## src/vtadc_map.svh

```systemverilog
// register offsets, field positions, reset values and timing counts
// assumes the register port carries the 8-bit register pointer
// Summary of operation
// RULE_01: chipset supply above high or below low limit sets its status bit.
// RULE_02: a chipset supply limit event can pull the alert output low.
// RULE_03: low limit resets to 0x00, high limit to 0xff, so no event.
// RULE_04: one conversion lasts 711 us; sixteen make one averaged measurement.
// RULE_05: a value register loads only after sixteen averaged readings.
// RULE_06: config 2 bit 4 turns averaging off; one conversion per result.
// RULE_07: config 2 bit 5 bypasses the chipset supply input attenuator.
// RULE_08: config 2 bit 6 repeats one selected channel every 711 us.
// RULE_09: first tach min high byte bits 7:5 pick the single channel.
// RULE_10: converter codes are unsigned 10-bit, 0 to 1023, saturating; temperature channel codes are sign-extended here.
// RULE_11: local sensor result's eight high bits go to local temperature.
// RULE_12: temperatures stored twos complement or offset-64 extended, quarter degree.
// RULE_13: two low bits of each temperature go to extended resolution 2.
// RULE_14: diode fault in twos complement reports 1000 0000 00.
// RULE_15: diode fault in extended format reports 0000 0000 00.
// RULE_16: alert is released only after the limit condition has gone; here setting config 2 bit 1 also releases it while the condition remains.
// RULE_17: compare eight high result bits against limits at each value update.
// RULE_18: without single mode, channels are converted round robin in turn.
`ifndef VTADC_MAP_SVH
`define VTADC_MAP_SVH

`define VTADC_OFS_STATUS      8'h41
`define VTADC_OFS_CHIP_RD     8'h21
`define VTADC_OFS_DEV_RD      8'h22
`define VTADC_OFS_LOCAL_T     8'h26
`define VTADC_OFS_CHIP_LO     8'h46
`define VTADC_OFS_CHIP_HI     8'h47
`define VTADC_OFS_CHAN_SEL    8'h55
`define VTADC_OFS_CONFIG2     8'h73
`define VTADC_OFS_EXT_RES2    8'h77

`define VTADC_RST_CHIP_LO     8'h00
`define VTADC_RST_CHIP_HI     8'hff
`define VTADC_RST_ZERO        8'h00

`define VTADC_BIT_EXT_FMT     0
`define VTADC_BIT_ALERT_MASK  1
`define VTADC_BIT_AVG_OFF     4
`define VTADC_BIT_ATTEN_BYP   5
`define VTADC_BIT_SINGLE      6
`define VTADC_BIT_ST_LOW      0
`define VTADC_BIT_ST_HIGH     1

`define VTADC_EXT_LSB_REM1    2
`define VTADC_EXT_LSB_LOCAL   4
`define VTADC_EXT_LSB_REM2    6

`define VTADC_CLK_PERIOD_NS   10
`define VTADC_CONV_TIME_NS    711000
`define VTADC_CONV_CYCLES     (`VTADC_CONV_TIME_NS / `VTADC_CLK_PERIOD_NS)
`define VTADC_AVG_COUNT       16
`define VTADC_TC_FAULT        10'h200
`define VTADC_EXT_FAULT       10'h000
`define VTADC_EXT_OFFSET      10'h100

`endif

```

## src/vtadc_pkg.sv

```systemverilog
// types shared by the measurement sequencer
// assumes nothing beyond the map header
package vtadc_pkg;
    typedef enum logic [2:0] {
        VTADC_CH_CHIP  = 3'h1,
        VTADC_CH_DEV   = 3'h2,
        VTADC_CH_REM1  = 3'h5,
        VTADC_CH_LOCAL = 3'h6,
        VTADC_CH_REM2  = 3'h7
    } vtadc_chan_t;

    typedef enum logic [1:0] {
        VTADC_ST_CONV  = 2'h0,
        VTADC_ST_ACCUM = 2'h1,
        VTADC_ST_STORE = 2'h3
    } vtadc_state_t;
endpackage

```

## src/vtadc_seq.sv

```systemverilog
// measurement sequencer with register file for a multiplexed 10-bit converter
// assumes the analog front end returns a settled code at the end of each slot
`timescale 1ns/1ps
`include "vtadc_map.svh"

module vtadc_seq #(
    parameter int CONV_CYCLES = `VTADC_CONV_CYCLES,
    parameter int AVG_COUNT   = `VTADC_AVG_COUNT
) (
    input  wire logic       clk_sys,
    input  wire logic       rst,
    input  wire logic [7:0] reg_addr,
    input  wire logic [7:0] reg_wdata,
    input  wire logic       reg_wr,
    input  wire logic       reg_rd,
    output logic      [7:0] reg_rdata,
    input  wire logic [9:0] adc_code,
    input  wire logic       diode_fault,
    output logic      [2:0] adc_chan,
    output logic            adc_start,
    output logic            atten_bypass,
    output logic            smbalert_n
);
    localparam int CW = $clog2(CONV_CYCLES + 1);
    localparam int AW = $clog2(AVG_COUNT);

    vtadc_pkg::vtadc_state_t state_reg;
    vtadc_pkg::vtadc_state_t state_next;
    vtadc_pkg::vtadc_chan_t  chan_reg;
    vtadc_pkg::vtadc_chan_t  chan_next;
    logic [CW-1:0] conv_cnt_reg;
    logic [AW-1:0] samp_cnt_reg;
    logic [13:0]   accum_reg;
    logic          fault_reg;
    logic [7:0]    chip_rd_reg;
    logic [7:0]    dev_rd_reg;
    logic [7:0]    local_t_reg;
    logic [7:0]    chip_lo_reg;
    logic [7:0]    chip_hi_reg;
    logic [7:0]    chan_sel_reg;
    logic [7:0]    config2_reg;
    logic [7:0]    ext_res2_reg;
    logic [1:0]    cond_reg;
    logic [1:0]    status_reg;
    logic [1:0]    status_next;
    logic [7:0]    reg_rdata_reg;
    logic [2:0]    adc_chan_reg;
    logic          adc_start_reg;
    logic          atten_reg;
    logic          alert_n_reg;

    // decoding used by several places
    function automatic logic is_temp(input vtadc_pkg::vtadc_chan_t c);
        return c == vtadc_pkg::VTADC_CH_REM1 || c == vtadc_pkg::VTADC_CH_LOCAL || c == vtadc_pkg::VTADC_CH_REM2;
    endfunction

    function automatic vtadc_pkg::vtadc_chan_t rr_next(input vtadc_pkg::vtadc_chan_t c);
        case (c)
            vtadc_pkg::VTADC_CH_CHIP:  return vtadc_pkg::VTADC_CH_DEV;
            vtadc_pkg::VTADC_CH_DEV:   return vtadc_pkg::VTADC_CH_REM1;
            vtadc_pkg::VTADC_CH_REM1:  return vtadc_pkg::VTADC_CH_LOCAL;
            vtadc_pkg::VTADC_CH_LOCAL: return vtadc_pkg::VTADC_CH_REM2;
            default:                   return vtadc_pkg::VTADC_CH_CHIP;
        endcase
    endfunction

    function automatic vtadc_pkg::vtadc_chan_t sel_chan(input logic [2:0] code);
        case (code)
            3'h1, 3'h2, 3'h5, 3'h6, 3'h7: return vtadc_pkg::vtadc_chan_t'(code);
            default:                      return vtadc_pkg::VTADC_CH_CHIP;
        endcase
    endfunction

    // configuration fields
    wire        avg_off    = config2_reg[`VTADC_BIT_AVG_OFF];      // RULE_06
    wire        single     = config2_reg[`VTADC_BIT_SINGLE];
    wire        ext_fmt    = config2_reg[`VTADC_BIT_EXT_FMT];
    wire        alert_mask = config2_reg[`VTADC_BIT_ALERT_MASK];
    wire [AW-1:0] samp_last = avg_off ? '0 : AW'(AVG_COUNT - 1);

    // register port decode
    wire wr_lo   = reg_wr && reg_addr == `VTADC_OFS_CHIP_LO;
    wire wr_hi   = reg_wr && reg_addr == `VTADC_OFS_CHIP_HI;
    wire wr_sel  = reg_wr && reg_addr == `VTADC_OFS_CHAN_SEL;
    wire wr_cfg2 = reg_wr && reg_addr == `VTADC_OFS_CONFIG2;
    wire rd_stat = reg_rd && reg_addr == `VTADC_OFS_STATUS;

    // sequencing
    wire conv_end   = conv_cnt_reg == CW'(CONV_CYCLES - 1);
    wire store      = state_reg == vtadc_pkg::VTADC_ST_STORE;
    wire temp_ch    = is_temp(chan_reg);
    wire [13:0] samp_ext = temp_ch ? {{4{adc_code[9]}}, adc_code} : {4'h0, adc_code};   // RULE_10
    wire [13:0] accum_sum = accum_reg + samp_ext;
    wire [9:0]  result    = avg_off ? accum_reg[9:0] : accum_reg[13:4];                // RULE_05
    wire [9:0]  temp_code = fault_reg ? (ext_fmt ? `VTADC_EXT_FAULT : `VTADC_TC_FAULT) // RULE_14 RULE_15
                          : (ext_fmt ? result + `VTADC_EXT_OFFSET : result);            // RULE_12
    wire        chip_store = store && chan_reg == vtadc_pkg::VTADC_CH_CHIP;
    wire [1:0]  cond_now   = {result[9:2] > chip_hi_reg, result[9:2] < chip_lo_reg};   // RULE_17
    wire [1:0]  cond_use   = chip_store ? cond_now : cond_reg;

    always_comb begin
        state_next = state_reg;
        chan_next  = chan_reg;
        case (state_reg)
            vtadc_pkg::VTADC_ST_CONV: begin
                if (conv_end) begin
                    state_next = vtadc_pkg::VTADC_ST_ACCUM;
                end
            end
            vtadc_pkg::VTADC_ST_ACCUM: begin
                state_next = samp_cnt_reg == samp_last ? vtadc_pkg::VTADC_ST_STORE : vtadc_pkg::VTADC_ST_CONV;
            end
            vtadc_pkg::VTADC_ST_STORE: begin
                state_next = vtadc_pkg::VTADC_ST_CONV;
                chan_next  = single ? sel_chan(chan_sel_reg[7:5]) : rr_next(chan_reg);   // RULE_08 RULE_09 RULE_18
            end
            default: begin
                state_next = vtadc_pkg::VTADC_ST_CONV;
            end
        endcase
    end

    // set wins over clear-on-read while the condition stays
    assign status_next = (rd_stat ? 2'h0 : status_reg) | cond_use;   // RULE_01 RULE_16

    always_ff @(posedge clk_sys or posedge rst) begin
        if (rst) begin
            state_reg     <= vtadc_pkg::VTADC_ST_CONV;
            chan_reg      <= vtadc_pkg::VTADC_CH_CHIP;
            conv_cnt_reg  <= '0;
            adc_start_reg <= 1'b0;
        end else begin
            state_reg     <= state_next;
            chan_reg      <= chan_next;
            conv_cnt_reg  <= state_reg == vtadc_pkg::VTADC_ST_CONV && !conv_end ? conv_cnt_reg + CW'(1) : '0;   // RULE_04
            adc_start_reg <= state_reg != vtadc_pkg::VTADC_ST_CONV && state_next == vtadc_pkg::VTADC_ST_CONV;
        end
    end

    always_ff @(posedge clk_sys or posedge rst) begin
        if (rst) begin
            samp_cnt_reg <= '0;
            accum_reg    <= '0;
            fault_reg    <= 1'b0;
        end else if (state_reg == vtadc_pkg::VTADC_ST_ACCUM) begin
            samp_cnt_reg <= samp_cnt_reg + AW'(1);
            accum_reg    <= accum_sum;
            fault_reg    <= fault_reg | diode_fault;
        end else if (store) begin
            samp_cnt_reg <= '0;
            accum_reg    <= '0;
            fault_reg    <= 1'b0;
        end
    end

    // measurement results
    always_ff @(posedge clk_sys or posedge rst) begin
        if (rst) begin
            chip_rd_reg  <= `VTADC_RST_ZERO;
            dev_rd_reg   <= `VTADC_RST_ZERO;
            local_t_reg  <= `VTADC_RST_ZERO;
            ext_res2_reg <= `VTADC_RST_ZERO;
        end else if (store) begin
            case (chan_reg)
                vtadc_pkg::VTADC_CH_CHIP: chip_rd_reg <= result[9:2];
                vtadc_pkg::VTADC_CH_DEV:  dev_rd_reg  <= result[9:2];
                vtadc_pkg::VTADC_CH_REM1: begin
                    ext_res2_reg[`VTADC_EXT_LSB_REM1 +: 2] <= temp_code[1:0];    // RULE_13
                end
                vtadc_pkg::VTADC_CH_LOCAL: begin
                    local_t_reg <= temp_code[9:2];                                // RULE_11
                    ext_res2_reg[`VTADC_EXT_LSB_LOCAL +: 2] <= temp_code[1:0];   // RULE_13
                end
                vtadc_pkg::VTADC_CH_REM2: begin
                    ext_res2_reg[`VTADC_EXT_LSB_REM2 +: 2] <= temp_code[1:0];    // RULE_13
                end
                default: begin
                    ext_res2_reg <= ext_res2_reg;
                end
            endcase
        end
    end

    // software registers
    always_ff @(posedge clk_sys or posedge rst) begin
        if (rst) begin
            chip_lo_reg  <= `VTADC_RST_CHIP_LO;   // RULE_03
            chip_hi_reg  <= `VTADC_RST_CHIP_HI;   // RULE_03
            chan_sel_reg <= `VTADC_RST_ZERO;
            config2_reg  <= `VTADC_RST_ZERO;
        end else begin
            chip_lo_reg  <= wr_lo ? reg_wdata : chip_lo_reg;
            chip_hi_reg  <= wr_hi ? reg_wdata : chip_hi_reg;
            chan_sel_reg <= wr_sel ? reg_wdata : chan_sel_reg;
            config2_reg  <= wr_cfg2 ? reg_wdata : config2_reg;
        end
    end

    always_ff @(posedge clk_sys or posedge rst) begin
        if (rst) begin
            cond_reg     <= 2'h0;
            status_reg   <= 2'h0;
            alert_n_reg  <= 1'b1;
            atten_reg    <= 1'b0;
            adc_chan_reg <= 3'h1;
        end else begin
            cond_reg     <= cond_use;
            status_reg   <= status_next;
            alert_n_reg  <= !(|status_next && !alert_mask);          // RULE_02 RULE_16
            atten_reg    <= config2_reg[`VTADC_BIT_ATTEN_BYP];        // RULE_07
            adc_chan_reg <= chan_next;
        end
    end

    // read data
    wire [7:0] rd_mux = reg_addr == `VTADC_OFS_CHIP_RD  ? chip_rd_reg :
                        reg_addr == `VTADC_OFS_DEV_RD   ? dev_rd_reg :
                        reg_addr == `VTADC_OFS_LOCAL_T  ? local_t_reg :
                        reg_addr == `VTADC_OFS_CHIP_LO  ? chip_lo_reg :
                        reg_addr == `VTADC_OFS_CHIP_HI  ? chip_hi_reg :
                        reg_addr == `VTADC_OFS_CHAN_SEL ? chan_sel_reg :
                        reg_addr == `VTADC_OFS_CONFIG2  ? config2_reg :
                        reg_addr == `VTADC_OFS_EXT_RES2 ? ext_res2_reg :
                        reg_addr == `VTADC_OFS_STATUS   ? {6'h00, status_reg} : 8'h00;

    always_ff @(posedge clk_sys or posedge rst) begin
        if (rst) begin
            reg_rdata_reg <= 8'h00;
        end else if (reg_rd) begin
            reg_rdata_reg <= rd_mux;
        end
    end

    assign reg_rdata    = reg_rdata_reg;
    assign adc_chan     = adc_chan_reg;
    assign adc_start    = adc_start_reg;
    assign atten_bypass = atten_reg;
    assign smbalert_n   = alert_n_reg;
endmodule

```

## config.mk

```make
export PLATFORM = sky130hd
export DESIGN_NAME = vtadc_seq
export DESIGN_NICKNAME = d
export VERILOG_FILES = /design/src/vtadc_pkg.sv /design/src/vtadc_seq.sv
export VERILOG_INCLUDE_DIRS = /design/src
export SDC_FILE = /design/constraint.sdc
export NUM_CORES = 1
export LEC_CHECK = 0
export ABC_CLOCK_PERIOD_IN_PS = 3300
export BUFFER_PORTS_ARGS = -buffer_cell sky130_fd_sc_hd__buf_2
export CAP_MARGIN = 30
export CORE_ASPECT_RATIO = 1.25
export CORE_MARGIN = 5
export CORE_UTILIZATION = 30
export DETAILED_ROUTE_END_ITERATION = 10
export HOLD_SLACK_MARGIN = 0.15
export PLACE_DENSITY = 0.44
export REMOVE_ABC_BUFFERS = 1
export SLEW_MARGIN = 20
export SYNTH_ARGS = -nofsm -noshare
export SYNTH_HDL_FRONTEND = slang
export SYNTH_SLANG_ARGS = --single-unit
```

## constraint.sdc

```tcl
create_clock -name clk_sys -period 3.3 [get_ports clk_sys]
set_input_delay 0.33 -clock clk_sys [delete_from_list [all_inputs] [get_ports clk_sys]]
set_output_delay 0.33 -clock clk_sys [all_outputs]
set_load 0.02 [all_outputs]
```

* Yosys cells after proc, flatten, opt, wreduce, memory -nomap -nowiden
Cells that the tools add are included.
** Storage, ports and cells
- Output and inout bits :: 14
- Word-level logic and storage cells :: 108
- Input bits :: 31
- Bits in registers :: 118
** Cells by class
- Equality and inequality tests :: 23
- Bitwise gates (word level) :: 2
- Multiplexer cells :: 30
- $lt $le $gt $ge :: 2
- Reduce and logical (&&, ||, !) cells :: 25
- $add $sub $neg :: 4
** Operator list (number)
- $mux 8 :: 8
- $eq 8x7->1 const B :: 6
- $mux 14 :: 3
- $mux 10 :: 4
- $eq 8x6->1 const B :: 3
- $eq 3x3->1 const B :: 6
- $add 17x1->17 const B :: 1
- $eq 17x17->1 const B :: 1
- $mux 17 :: 1
- $add 14x14->14 :: 1
- $mux 4 :: 3
- $pmux 3 s4 :: 1
- $add 10x9->10 const B :: 1
- $mux 2 :: 5
- $reduce_and 2->1 :: 5
- $logic_and 1x1->1 :: 9
- $gt 8x8->1 :: 1
- $lt 8x8->1 :: 1
- $eq 3x1->1 const B :: 2
- $eq 3x2->1 const B :: 2
- $mux 3 :: 2
- $reduce_or 5->1 :: 1
- $add 4x1->4 const B :: 1
- $eq 4x4->1 :: 1
- 11 further kinds :: 17

* Longest topological paths before layout
Gate-level depths: netlist (run 1).
- Depth in word-level cells :: 10
- Gate-level depth with buffers :: 10
- Mapped depth without buffers :: 9

* Worst setup path before layout (run 1)
Ideal clock, no wire load.
- Path type :: register to register
- From :: register, netlist name adc_chan[0]
- To :: register accum_reg[13]
- Slack :: 0.603 ns
- Setup time :: 0.104 ns
- Data arrival time :: 2.593 ns
- Buffers on the path :: 0
- Data required time :: 3.196 ns
- Clock period less this slack :: 2.697 ns
- Stages on the path, launching flop included :: 10
- Cells stage by stage :: dfstp_2 > inv_1 > ha_1 > o311a_1 > ha_1 > a21oi_1 > nand2_1 > a2111o_1 > a41o_1 > o311ai_1
** RTL lines
- end signal: assignment :: line vtadc_seq.sv:147 : accum_reg <= accum_sum;
- end: declaration :: line vtadc_seq.sv:33 : logic [13:0] accum_reg;

==> summary.md, run 1 <==
| Metric | Value |
|---|---|
| Status | finished clean |
| Count of cell types in the netlist | 68 |
| Top cells by count, synth | 108 x dfrtp_1, 67 x nand2_1, 51 x o21ai_0 |
| DRC violations left | 0 |
| Total gr overflow | 0 |
| Synth Area in Adders | 6.95% |
| Tightest Pin Transition | 0.723 ns |
| Top cells by area, synth | dfrtp_1 41%, mux2_2 7.7%, ha_1 6.6% |
| Yosys Warn Count | 0 |
| Synth Flop Type | dfrtp_1 |
| Period minus WS final | 2.78 ns |
| Largest net degree at the start of global routing | 39 |
| Clock skew | about 0.0094 ns |
| Post-Synth XOR/XNOR Area | 3.06% |
| Total track usage | 14.7% |
| Slew Viols, Final | 0 |
| Leak | 3.52 nW |
| Min Hold Slack | 0.199 ns |
| Fin nets | 766 |
| N_diodes | 0 |
| Layout area overhead | 16.6% |
| RSZ-0062 raised after global routing | no |
| Postcts setup bufs | 0 |
| Number of flops mapped to enable cells by yosys | 0 |
| Crit path largest cell delay | 0.55 ns |
| Wirelength per Cell | 17.8 microns |
| CP Capture Type | flop |
| Max clock buf depth | 2 |
| Mux cell area share after synthesis | between 10% and 20% |
| Die Wd | 143 microns |
| Die area | 25000 sq um |
| Cells after Synth | roughly 650 |
| Yosys top cell area share | roughly two fifths |
| GP Congestion | 0.891 |
| Data arrival time of the worst path | 3.09 ns |
| Most numerous cell on the critical path | ha_1 |
| Worst setup SP type | flop |
| Setup Total Neg Slack | 0 ns |
| Initial Util | 30.5% |
| Post-layout util | between 30% and 40% |
| Largest register FFs | 17 |
| Post-CTS Hold Buffers | 1 |
| Number of port buffers | 44 |
| Vias in the first global route | 5200 |
| Non-filler cells, final | 991 |
| CP Cell Sequence | inv_1, ha_1, o311a_1, ha_1, a21oi_1, nand2_1, a2111o_1, a41o_1, o311ai_1 |
| Slew Limit Headroom | between 50% and 60% |
| Via density | 5.15 |
| Hold Vio Cnt, Final | 0 |
| TritonCTS Buffers | 17 |
| Clock slew at reported path FFs | 0.05 ns |
| Yosys top cell by area | dfrtp_1 |
| Slowest cell on crit path | dfstp_2 |
| H-tree levels | 4 |
| # Max-Cap Violations | 0 |
| Core area | 21600 sq um |
| CTS-repair resized insts | 0 |
| Main combinational cell family by area after synthesis | compound AO/OA/AOI/OAI gates |
| Global-route wire length before repair | 28800 microns |
| I/O pins | 45 |
| Drt pass-1 iters | 5 |
| Worst EP required | 3.61 ns |
| Total wire length | 17600 microns |
| Starting DRT DRC Count | 259 |
| DRT antenna net count | 0 |
| Max Fclk | around 360 MHz |
| Fraction of final layout cells sized beyond drive strength 1 | 20.8% |
| Compound-Gate Fraction of Synth Area | between 10% and 20% |
| Worst vdd ir | between 300 and 400 uV |
| Final setup viols | 0 |
| Crit Path Max Fanout | 8 |
| Synth Cell Area | 6590 sq um |
| Flops & latches, synth | 118 |
| Initial antenna violation count | 0 |
| Final period util | 84.3% |
| Detailed placement HPWL | 13200 microns |
| # clock sinks | about 120 |
| CP Class | flop to flop |
| DR vias | 5103 |
| Flop2flop setup slack | 0.52 ns |
| Root Buffer | clkbuf_16 |
| Die height | roughly 180 microns |
| Post-synthesis simple-gate area fraction | 14.3% |
| # fillers | 2207 |
| CTS tree | yes |
| Power Total | 3.51 mW |
| Avg Inst Size Synth | slightly above 10 sq um |
| Most frequent cell after synthesis | dfrtp_1 |
| Worst-Skew Late Latency | 0.41 ns |
| Seq/Total Area, Yosys | 45.0% |
| Cell Pwr Density | 456 nW/um^2 |
| Async S/R FF share, synth | 100% |
| Inst Count DP | 958 |
| Hold Crit Class | input pin to flop |
| Row count | 60 |
[cells by family (layout without fill, tap and decap cells)]
group,Yosys count,in the layout
and+or+nand+nor,188,188
AOI/OAI and AO/OA,170,170
buffers and inverters,54,115
DFF,118,118
muxes,62,62
xor gates and xnor gates,23,23
adders and majority gates,36,36
[metrics by stage]
stage	setup WS (ns)	area (sq um)
2_1_floorplan	-0.143	6480
3_3_place_gp	0.578	7110
3_5_place_dp	0.519	7110
4_1_cts	0.519	7680
5_1_grt	0.323	7680
6_report	0.517	7680
[where the power goes]
part	leakage (nW)	switching (mW)	internal, mW
clock network	0.277	0.647	1.12
logic	1.69	0.144	0.0918
registers	1.55	0.0244	1.48
total	3.52	0.815	2.69
[layout by cell type (no fill, tap or decap), types with 5 or more instances in the layout]
| master | instances |
|---|---|
| and3_1 | 9 |
| a22o_1 | 12 |
| o21a_1 | 5 |
| nand2b_1 | 5 |
| dfrtp_1 | 108 |
| ha_1 | 35 |
| clkinv_2 | 6 |
| buf_4 | 8 |
| mux2i_1 | 17 |
| o31ai_1 | 12 |
| o21ai_0 | 51 |
| inv_1 | 29 |
| nand3_1 | 16 |
| dfstp_2 | 10 |
| mux2_2 | 45 |
| nor2b_1 | 12 |
| xor2_1 | 13 |
| buf_2 | 44 |
| xnor2_1 | 10 |
| nand2_1 | 67 |
| nand4_1 | 8 |
| a21o_1 | 13 |
| nor2_1 | 43 |
| clkbuf_16 | 17 |
| a31oi_1 | 6 |
| a21oi_1 | 28 |
[critical path: cells and delay by family, from the launching register on]
family | cells | cell delay (ns)
AO/OA/AOI/OAI | 5 | 1.37
adder cells (fa/ha/maj) | 2 | 0.62
flip-flops | 1 | 0.55
AND/OR/NAND/NOR | 1 | 0.09
buffers and inverters | 1 | 0.05
[metal layers]
metal,GRT usage (%),vias to the layer above,part of all wire (%)
met4,3.92,0,1.3
met3,3.19,17,4.5
met2,25.3,111,51
met5,0,-,0
li1,-,2460,-
met1,18.5,2515,43
[area by class of cell]
type | count | area, sq um | area share [%]
clock buffers | 22 | 454 | 5.91
repair buffers | 53 | 290 | 3.78
well taps | 279 | 349 | 4.54
clock inverters | 10 | 106 | 1.38
inverters | 30 | 115 | 1.50
flip-flops and latches | 118 | 2970 | 38.6
multi-input cells | 479 | 3400 | 44.3
[worst paths after layout]
check,startpoint,to,depth (start not counted)
worst min-delay path,reg_wdata[0],chan_sel_reg[0]$_DFFE_PP0P_,2
worst max-delay path,adc_chan[0]$_DFFE_PP1P_,accum_reg[13]$_DFFE_PP0P_,9
min in group asynchronous,rst,config2_reg[5]$_DFFE_PP0P_,3
worst max register to register,adc_chan[0]$_DFFE_PP1P_,accum_reg[13]$_DFFE_PP0P_,9
worst min register to register,config2_reg[5]$_DFFE_PP0P_,atten_bypass$_DFF_PP0_,0
max in group asynchronous,rst,smbalert_n$_DFF_PP1_,4
Power figures use the tool's default switching activity.
==> inputs of run 2 (changes only) <==
Settings changed: ABC_CLOCK_PERIOD_IN_PS 3300 to 2500.
Clock period 3.3 ns to 2.5 ns, I/O delays scaled along.
==> summary.md, run 2 (same netlist as run 1, synthesis figures left out) <==
| Metric | Value |
|---|---|
| Status | finished clean |
| DRT antenna net count | 0 (unchanged) |
| Min Hold Slack | 0.219 ns (+0.0199 ns) |
| CP Class | flop to flop |
| Vias in the first global route | 5496 (+5.7%) |
| Hold Crit Class | input pin to flop |
| Clock slew at reported path FFs | 0.06 ns (about the same) |
| CP Cell Sequence | inv_1, ha_1, o311a_4, ha_1, buf_4, and3_1, a31oi_2, nand2_1, o311ai_2 |
| Final period util | 94.1% (+9.8 points) |
| Fin nets | 797 (+4.0%) |
| Root Buffer | clkbuf_16 |
| Die Wd | 143 microns (unchanged) |
| Fraction of final layout cells sized beyond drive strength 1 | 24.5% (+3.7 points) |
| Initial Util | 30.5% (unchanged) |
| Most common cell after layout, fill and taps aside | dfrtp_1 |
| Worst-Skew Late Latency | 0.42 ns (about the same) |
| Data arrival time of the worst path | 2.68 ns (-0.41 ns) |
| Area taken by multi-input logic gates | 3460 sq um (+1.7%) |
| Detailed placement HPWL | 13400 microns (+1.4%) |
| R2R cell count | 9 (unchanged) |
| Most numerous cell on the critical path | ha_1 |
| CTS tree | yes |
| Hold Vio Cnt, Final | 0 (unchanged) |
| RSZ-0062 raised after global routing | no |
| Layout area overhead | 22.4% |
| Leak | 3.67 nW (+4.4%) |
| TritonCTS Buffers | 17 (unchanged) |
| DRC violations left | 0 (unchanged) |
| Worst vdd ir | 457 uV (+26%) |
| WP buf/inv | 2 (+1) |
| Drt pass-1 iters | 4 (-1) |
| Hold path depth | 3 (+1) |
| Total gr overflow | 0 (unchanged) |
| Crit Path Max Fanout | 5 (-3) |
| Initial antenna violation count | 0 (unchanged) |
| Crit path largest cell delay | 0.53 ns (-0.02 ns) |
| I/O pins | 45 (unchanged) |
| Max clock buf depth | 2 (unchanged) |
| Cell Pwr Density | 602 nW/um^2 (+32%) |
| N_diodes | 0 (unchanged) |
| Clock skew | 0.0142 ns (+0.00482 ns) |
| CP Capture Type | flop |
| Die height | 176 microns (unchanged) |
| Critical path's top delay family | compound AO/OA/AOI/OAI gates |
| Worst EP required | 2.83 ns (-0.78 ns) |
| Slew Viols, Final | 0 (unchanged) |
| Tightest Pin Transition | 0.616 ns (-0.107 ns) |
| Most frequent cells in the layout | 107 x dfrtp_1, 67 x nand2_1, 51 x o21ai_0 |
| H-tree levels | 4 (unchanged) |
| # clock sinks | 118 (unchanged) |
| Total wire length | 17800 microns (+0.94%) |
| # Max-Cap Violations | 0 (unchanged) |
| Global-route wire length before repair | 29300 microns (+1.8%) |
| Total track usage | 14.9% (+0.23 points) |
| Wirelength per Cell | 17.4 microns (-2.1%) |
| Largest register FFs | 17 (unchanged) |
| Row count | 60 (unchanged) |
| DR vias | 5202 (+1.9%) |
| Worst setup SP type | flop |
| Number of port buffers | 44 (unchanged) |
| Slew Limit Headroom | 58.9% (+7.3 points) |
| Starting DRT DRC Count | 210 (-19%) |
| Max Fclk | 425 MHz (+18%) |
| Largest net degree at the start of global routing | 54 (+38%) |
| Power Total | 4.85 mW (+38%) |
| Period minus WS final | 2.35 ns (-0.430 ns) |
| Via density | 5.09 (-1.2%) |
| Worst path depth | 9 (unchanged) |
| GP Congestion | 0.846 (-5.1%) |
| Storage element area | 2970 sq um (about the same) |
| Final setup viols | 0 (unchanged) |
| Die area | 25000 sq um (unchanged) |
| Post-layout util | 37.3% (+1.8 points) |
| Slowest cell on crit path | dfstp_2 |
| Core area | 21600 sq um (unchanged) |
| # fillers | 2271 (+2.9%) |
==> run 2: changes by cell type in the layout (fill, tap and decap cells not counted), sizes merged <==
cell,previous run,this run
inv,30,32
buf,52,74
clkbuf,22,18
bufinv,2,3
dlygate4sd3,1,10
clkinvlp,1,6
clkinv,7,3
==> run 2: area by class of cell <==
cell class,instances,area share (%)
Tap cell,279,4.33
Clock buffer,18,5.45
Timing Repair Buffer,84,6.92
Sequential cell,118,36.8
Inverter,30,1.43
Multi-Input combinational cell,479,42.9
Clock inverter,14,2.17
==> run 2: worst paths after layout <==
kind                                            start                    endpoint  slack (ns)
setup reg to reg              adc_chan[0]$_DFFE_PP1P_   accum_reg[13]$_DFFE_PP0P_        0.15
min in group asynchronous                         rst  config2_reg[5]$_DFFE_PP0P_        0.31
max in group asynchronous                         rst  config2_reg[4]$_DFFE_PP0P_        1.55
hold reg to reg            config2_reg[5]$_DFFE_PP0P_      atten_bypass$_DFF_PP0_        0.44
setup / recovery              adc_chan[0]$_DFFE_PP1P_   accum_reg[13]$_DFFE_PP0P_        0.15
hold / removal                            adc_code[0]    accum_reg[0]$_DFFE_PP0P_        0.22
==> run 2: metal layers <==
metal  GRT usage, %  up-vias  wire, microns
li1               -     2523              -
met1           18.5     2554           7830
met2           25.0       88           8840
met3           3.16       37            582
met4           5.98        0            517
met5              0        -              0
==> run 2: through the flow <==
step / TNS (ns) / cells / setup WS (ns) / instance area, sq um
after global placement: -0.0407 / 979 / -0.0407 / 7280
after global routing: 0 / 1022 / 0.00280 / 8060
after CTS: 0 / 1022 / 0.0101 / 8020
after detailed placement: -0.131 / 979 / -0.131 / 7280
final: 0 / 1022 / 0.147 / 8060
after floorplan: -93.67 / 627 / -0.863 / 6480
==> run 2: repair_timing <==
item                       CTS  global route
resized for setup            3             6
setup endpoints to repair    1             4
pin swaps                    1             2
hold buffers                10             0
setup buffers                1             0
cloned                       0             0
hold endpoints to repair   141             0
==> run 2: worst reg2reg max path: stages (launching register included) <==
cell and delay (ns):
dfstp_2 0.53, inv_1 0.05, ha_1 0.22, o311a_4 0.34, ha_1 0.30, buf_4 0.16
and3_1 0.17, a31oi_2 0.16, nand2_1 0.09, o311ai_2 0.26
==> run 2: power breakdown <==
group	switching (mW)	internal [mW]
sequential	0.0293	1.95
combinational	0.196	0.140
clock	0.939	1.60
==> inputs of run 3 (changes only) <==
Settings changed: SETUP_SLACK_MARGIN set to 0.2.
==> summary.md, run 3 (same netlist as run 1, synthesis figures left out) <==
| Metric | Value |
|---|---|
| GR Layer Usage met1 | 18.6% (about the same) |
| Hold path depth | 3 (unchanged) |
| DRC violations left | 0 (unchanged) |
| Initial antenna violation count | 0 (unchanged) |
| # clock sinks | 118 (unchanged) |
| Number of port buffers | 44 (unchanged) |
| # fillers | 2255 (-0.70%) |
| TritonCTS Buffers | 17 (unchanged) |
| Logic pwr share | 7.0% (about the same) |
| Max clock buf depth | 2 (unchanged) |
| Layout area overhead | 24.3% |
| Total gr overflow | 0 (unchanged) |
| RSZ-0062 raised after global routing | yes |
| Routing usage on met2 | 25.2% (+0.16 points) |
| Wirelength per Cell | 17.5 microns (+0.84%) |
| Die Wd | 143 microns (unchanged) |
| Row count | 60 (unchanged) |
| R2R cell count | 9 (unchanged) |
| Most common cell after layout, fill and taps aside | dfrtp_1 |
| Setup Total Neg Slack | 0 ns (unchanged) |
| Flop2flop setup slack | 0.21 ns (+0.07 ns) |
| CTS tree | yes |
| # Max-Cap Violations | 0 (unchanged) |
| Sw Pwr | 1.17 mW (+0.32%) |
| Hold Path End | accum_reg[0]$_DFFE_PP0P_ |
| Slew Limit Headroom | 57.7% (-1.2 points) |
| Non-filler cells, final | 1025 (+0.29%) |
| Max Fclk | 438 MHz (+3.0%) |
| Slew Viols, Final | 0 (unchanged) |
| DRT antenna net count | 0 (unchanged) |
| Largest net degree at the start of global routing | 54 (unchanged) |
| Data arrival time of the worst path | 2.62 ns (-0.06 ns) |
| DR vias | 5196 (-0.12%) |
| Power Total | 4.86 mW (+0.13%) |
| Fraction of final layout cells sized beyond drive strength 1 | 26.7% (+2.2 points) |
| Detailed placement HPWL | 13400 microns (unchanged) |
| Worst vdd ir | 457 uV (-0.10%) |
| Die area | 25000 sq um (unchanged) |
| N_diodes | 0 (unchanged) |
| Most frequent cells in the layout | 106 x dfrtp_1, 67 x nand2_1, 51 x o21ai_0 |
| Core area | 21600 sq um (unchanged) |
| Worst setup SP type | flop |
| Final setup viols | 0 (unchanged) |
| Die height | 176 microns (unchanged) |
| Total wire length | 18000 microns (+1.1%) |
| Via density | 5.07 (-0.41%) |
| Hold Crit Class | input pin to flop |
| Inst Count DP | 979 (unchanged) |
| Tightest Pin Transition | 0.633 ns (+0.0175 ns) |
| Worst-Skew Late Latency | 0.42 ns (about the same) |
| Post-layout util | 37.9% (+0.57 points) |
| Vias in the first global route | 5494 (-0.036%) |
| Hold Vio Cnt, Final | 0 (unchanged) |
| CP Class | flop to flop |
| Drt pass-1 iters | 4 (unchanged) |
| Period minus WS final | 2.29 ns (-0.0678 ns) |
| I/O pins | 45 (unchanged) |
| Seq pwr share | 40.7% (about the same) |
| Initial Util | 30.5% (unchanged) |
| Critical R2R Capture | accum_reg[13]$_DFFE_PP0P_ |
| Final worst setup slack | 0.214 ns (+0.0678 ns) |
| Worst EP required | 2.83 ns (about the same) |
| Met3 Usage GRT | 3.16% (unchanged) |
| Final period util | 91.4% (-2.7 points) |
| Crit Path Max Fanout | 3 (-2) |
| Global-route wire length before repair | 29400 microns (+0.24%) |
| Largest register FFs | 17 (unchanged) |
| Dpl ws | -0.131 ns (unchanged) |
| Cell Pwr Density | 593 nW/um^2 (-1.4%) |
| H-tree levels | 4 (unchanged) |
| Starting DRT DRC Count | 188 (-10%) |
| GP Congestion | 0.846 (unchanged) |
| Clock slew at reported path FFs | 0.06 ns (about the same) |
| Clock skew | 0.0145 ns (+0.000242 ns) |
| CP Capture Type | flop |
| Status | finished clean |
| Reg-to-reg critical path startpoint | adc_chan[0]$_DFFE_PP1P_ |
| Leak | 3.69 nW (+0.53%) |
| Root Buffer | clkbuf_16 |
| Worst hold start | adc_code[0] |
| Most Crowded Layer GR | met2 |
| Clk pwr share | 52.3% (about the same) |
| Fin nets | 800 (+0.38%) |
| Int Power | 3.69 mW (about the same) |
| Switching share of power | 24.0% (+0.045 points) |
| Total track usage | 15.0% (+0.051 points) |
-- run 3: layout make-up --
cell class | count | area (sq um) | share of cell area (%)
Clock buffer | 18 | 439 | 5.36
Clock inverter | 14 | 175 | 2.14
Inverter | 30 | 115 | 1.41
Multi-Input combinational cell | 479 | 3560 | 43.4
Sequential cell | 118 | 2970 | 36.3
Tap cell | 279 | 349 | 4.26
Timing Repair Buffer | 87 | 584 | 7.14
-- run 3: critical path, cell delays in order (launching register included) --
cell      delay (ns)
dfstp_2         0.37
buf_4           0.15
ha_4            0.16
o311a_4         0.41
ha_4            0.24
a21oi_2         0.15
nand2_1         0.09
a311o_1         0.29
a41o_1          0.26
o311ai_2        0.07
-- run 3: worst max path at each step --
stage / from / end / slack (ns) / depth (start not counted)
final: adc_chan[0]$_DFFE_PP1P_ / accum_reg[13]$_DFFE_PP0P_ / 0.21 / 9
after global routing: adc_chan[1]$_DFFE_PP0P_ / accum_reg[13]$_DFFE_PP0P_ / 0.12 / 9
after CTS: adc_chan[0]$_DFFE_PP1P_ / accum_reg[13]$_DFFE_PP0P_ / 0.19 / 9
after detailed placement: adc_chan[0]$_DFFE_PP1P_ / accum_reg[13]$_DFFE_PP0P_ / -0.13 / 9
after global placement: adc_chan[0]$_DFFE_PP1P_ / accum_reg[13]$_DFFE_PP0P_ / -0.04 / 9
after floorplan: rst / accum_reg[0]$_DFFE_PP0P_ / -0.86 / 1
-- run 3: repair_timing --
item	in CTS	in global routing
endpoints found under the hold margin	141	0
hold buffers	10	0
pin swaps	3	5
setup endpoints to repair	6	9
setup buffers	1	3
gates resized for setup	12	16
cloned	0	0
-- run 3: per-stage QoR --
step / hold WS, ns / instance area [sq um]
2_1_floorplan: 0.346 / 6480
3_3_place_gp: 0.198 / 7280
3_5_place_dp: 0.200 / 7280
4_1_cts: 0.202 / 8080
5_1_grt: 0.236 / 8190
6_report: 0.231 / 8190
-- run 3: power groups by stage --
stage,Sequential [mW],Combinational (mW),Clock [mW]
finish,1.98,0.340,2.54
global route,1.98,0.384,2.70
CTS,1.98,0.345,2.61
detailed placement,2.01,0.329,0
global placement,2.01,0.323,0
floorplan,2.01,0.185,0
-- run 3: routing by layer --
layer	part of all wire, %	up-vias
met3	3.0	34
li1	-	2526
met5	0	-
met1	44	2550
met2	50	86
met4	2.7	0
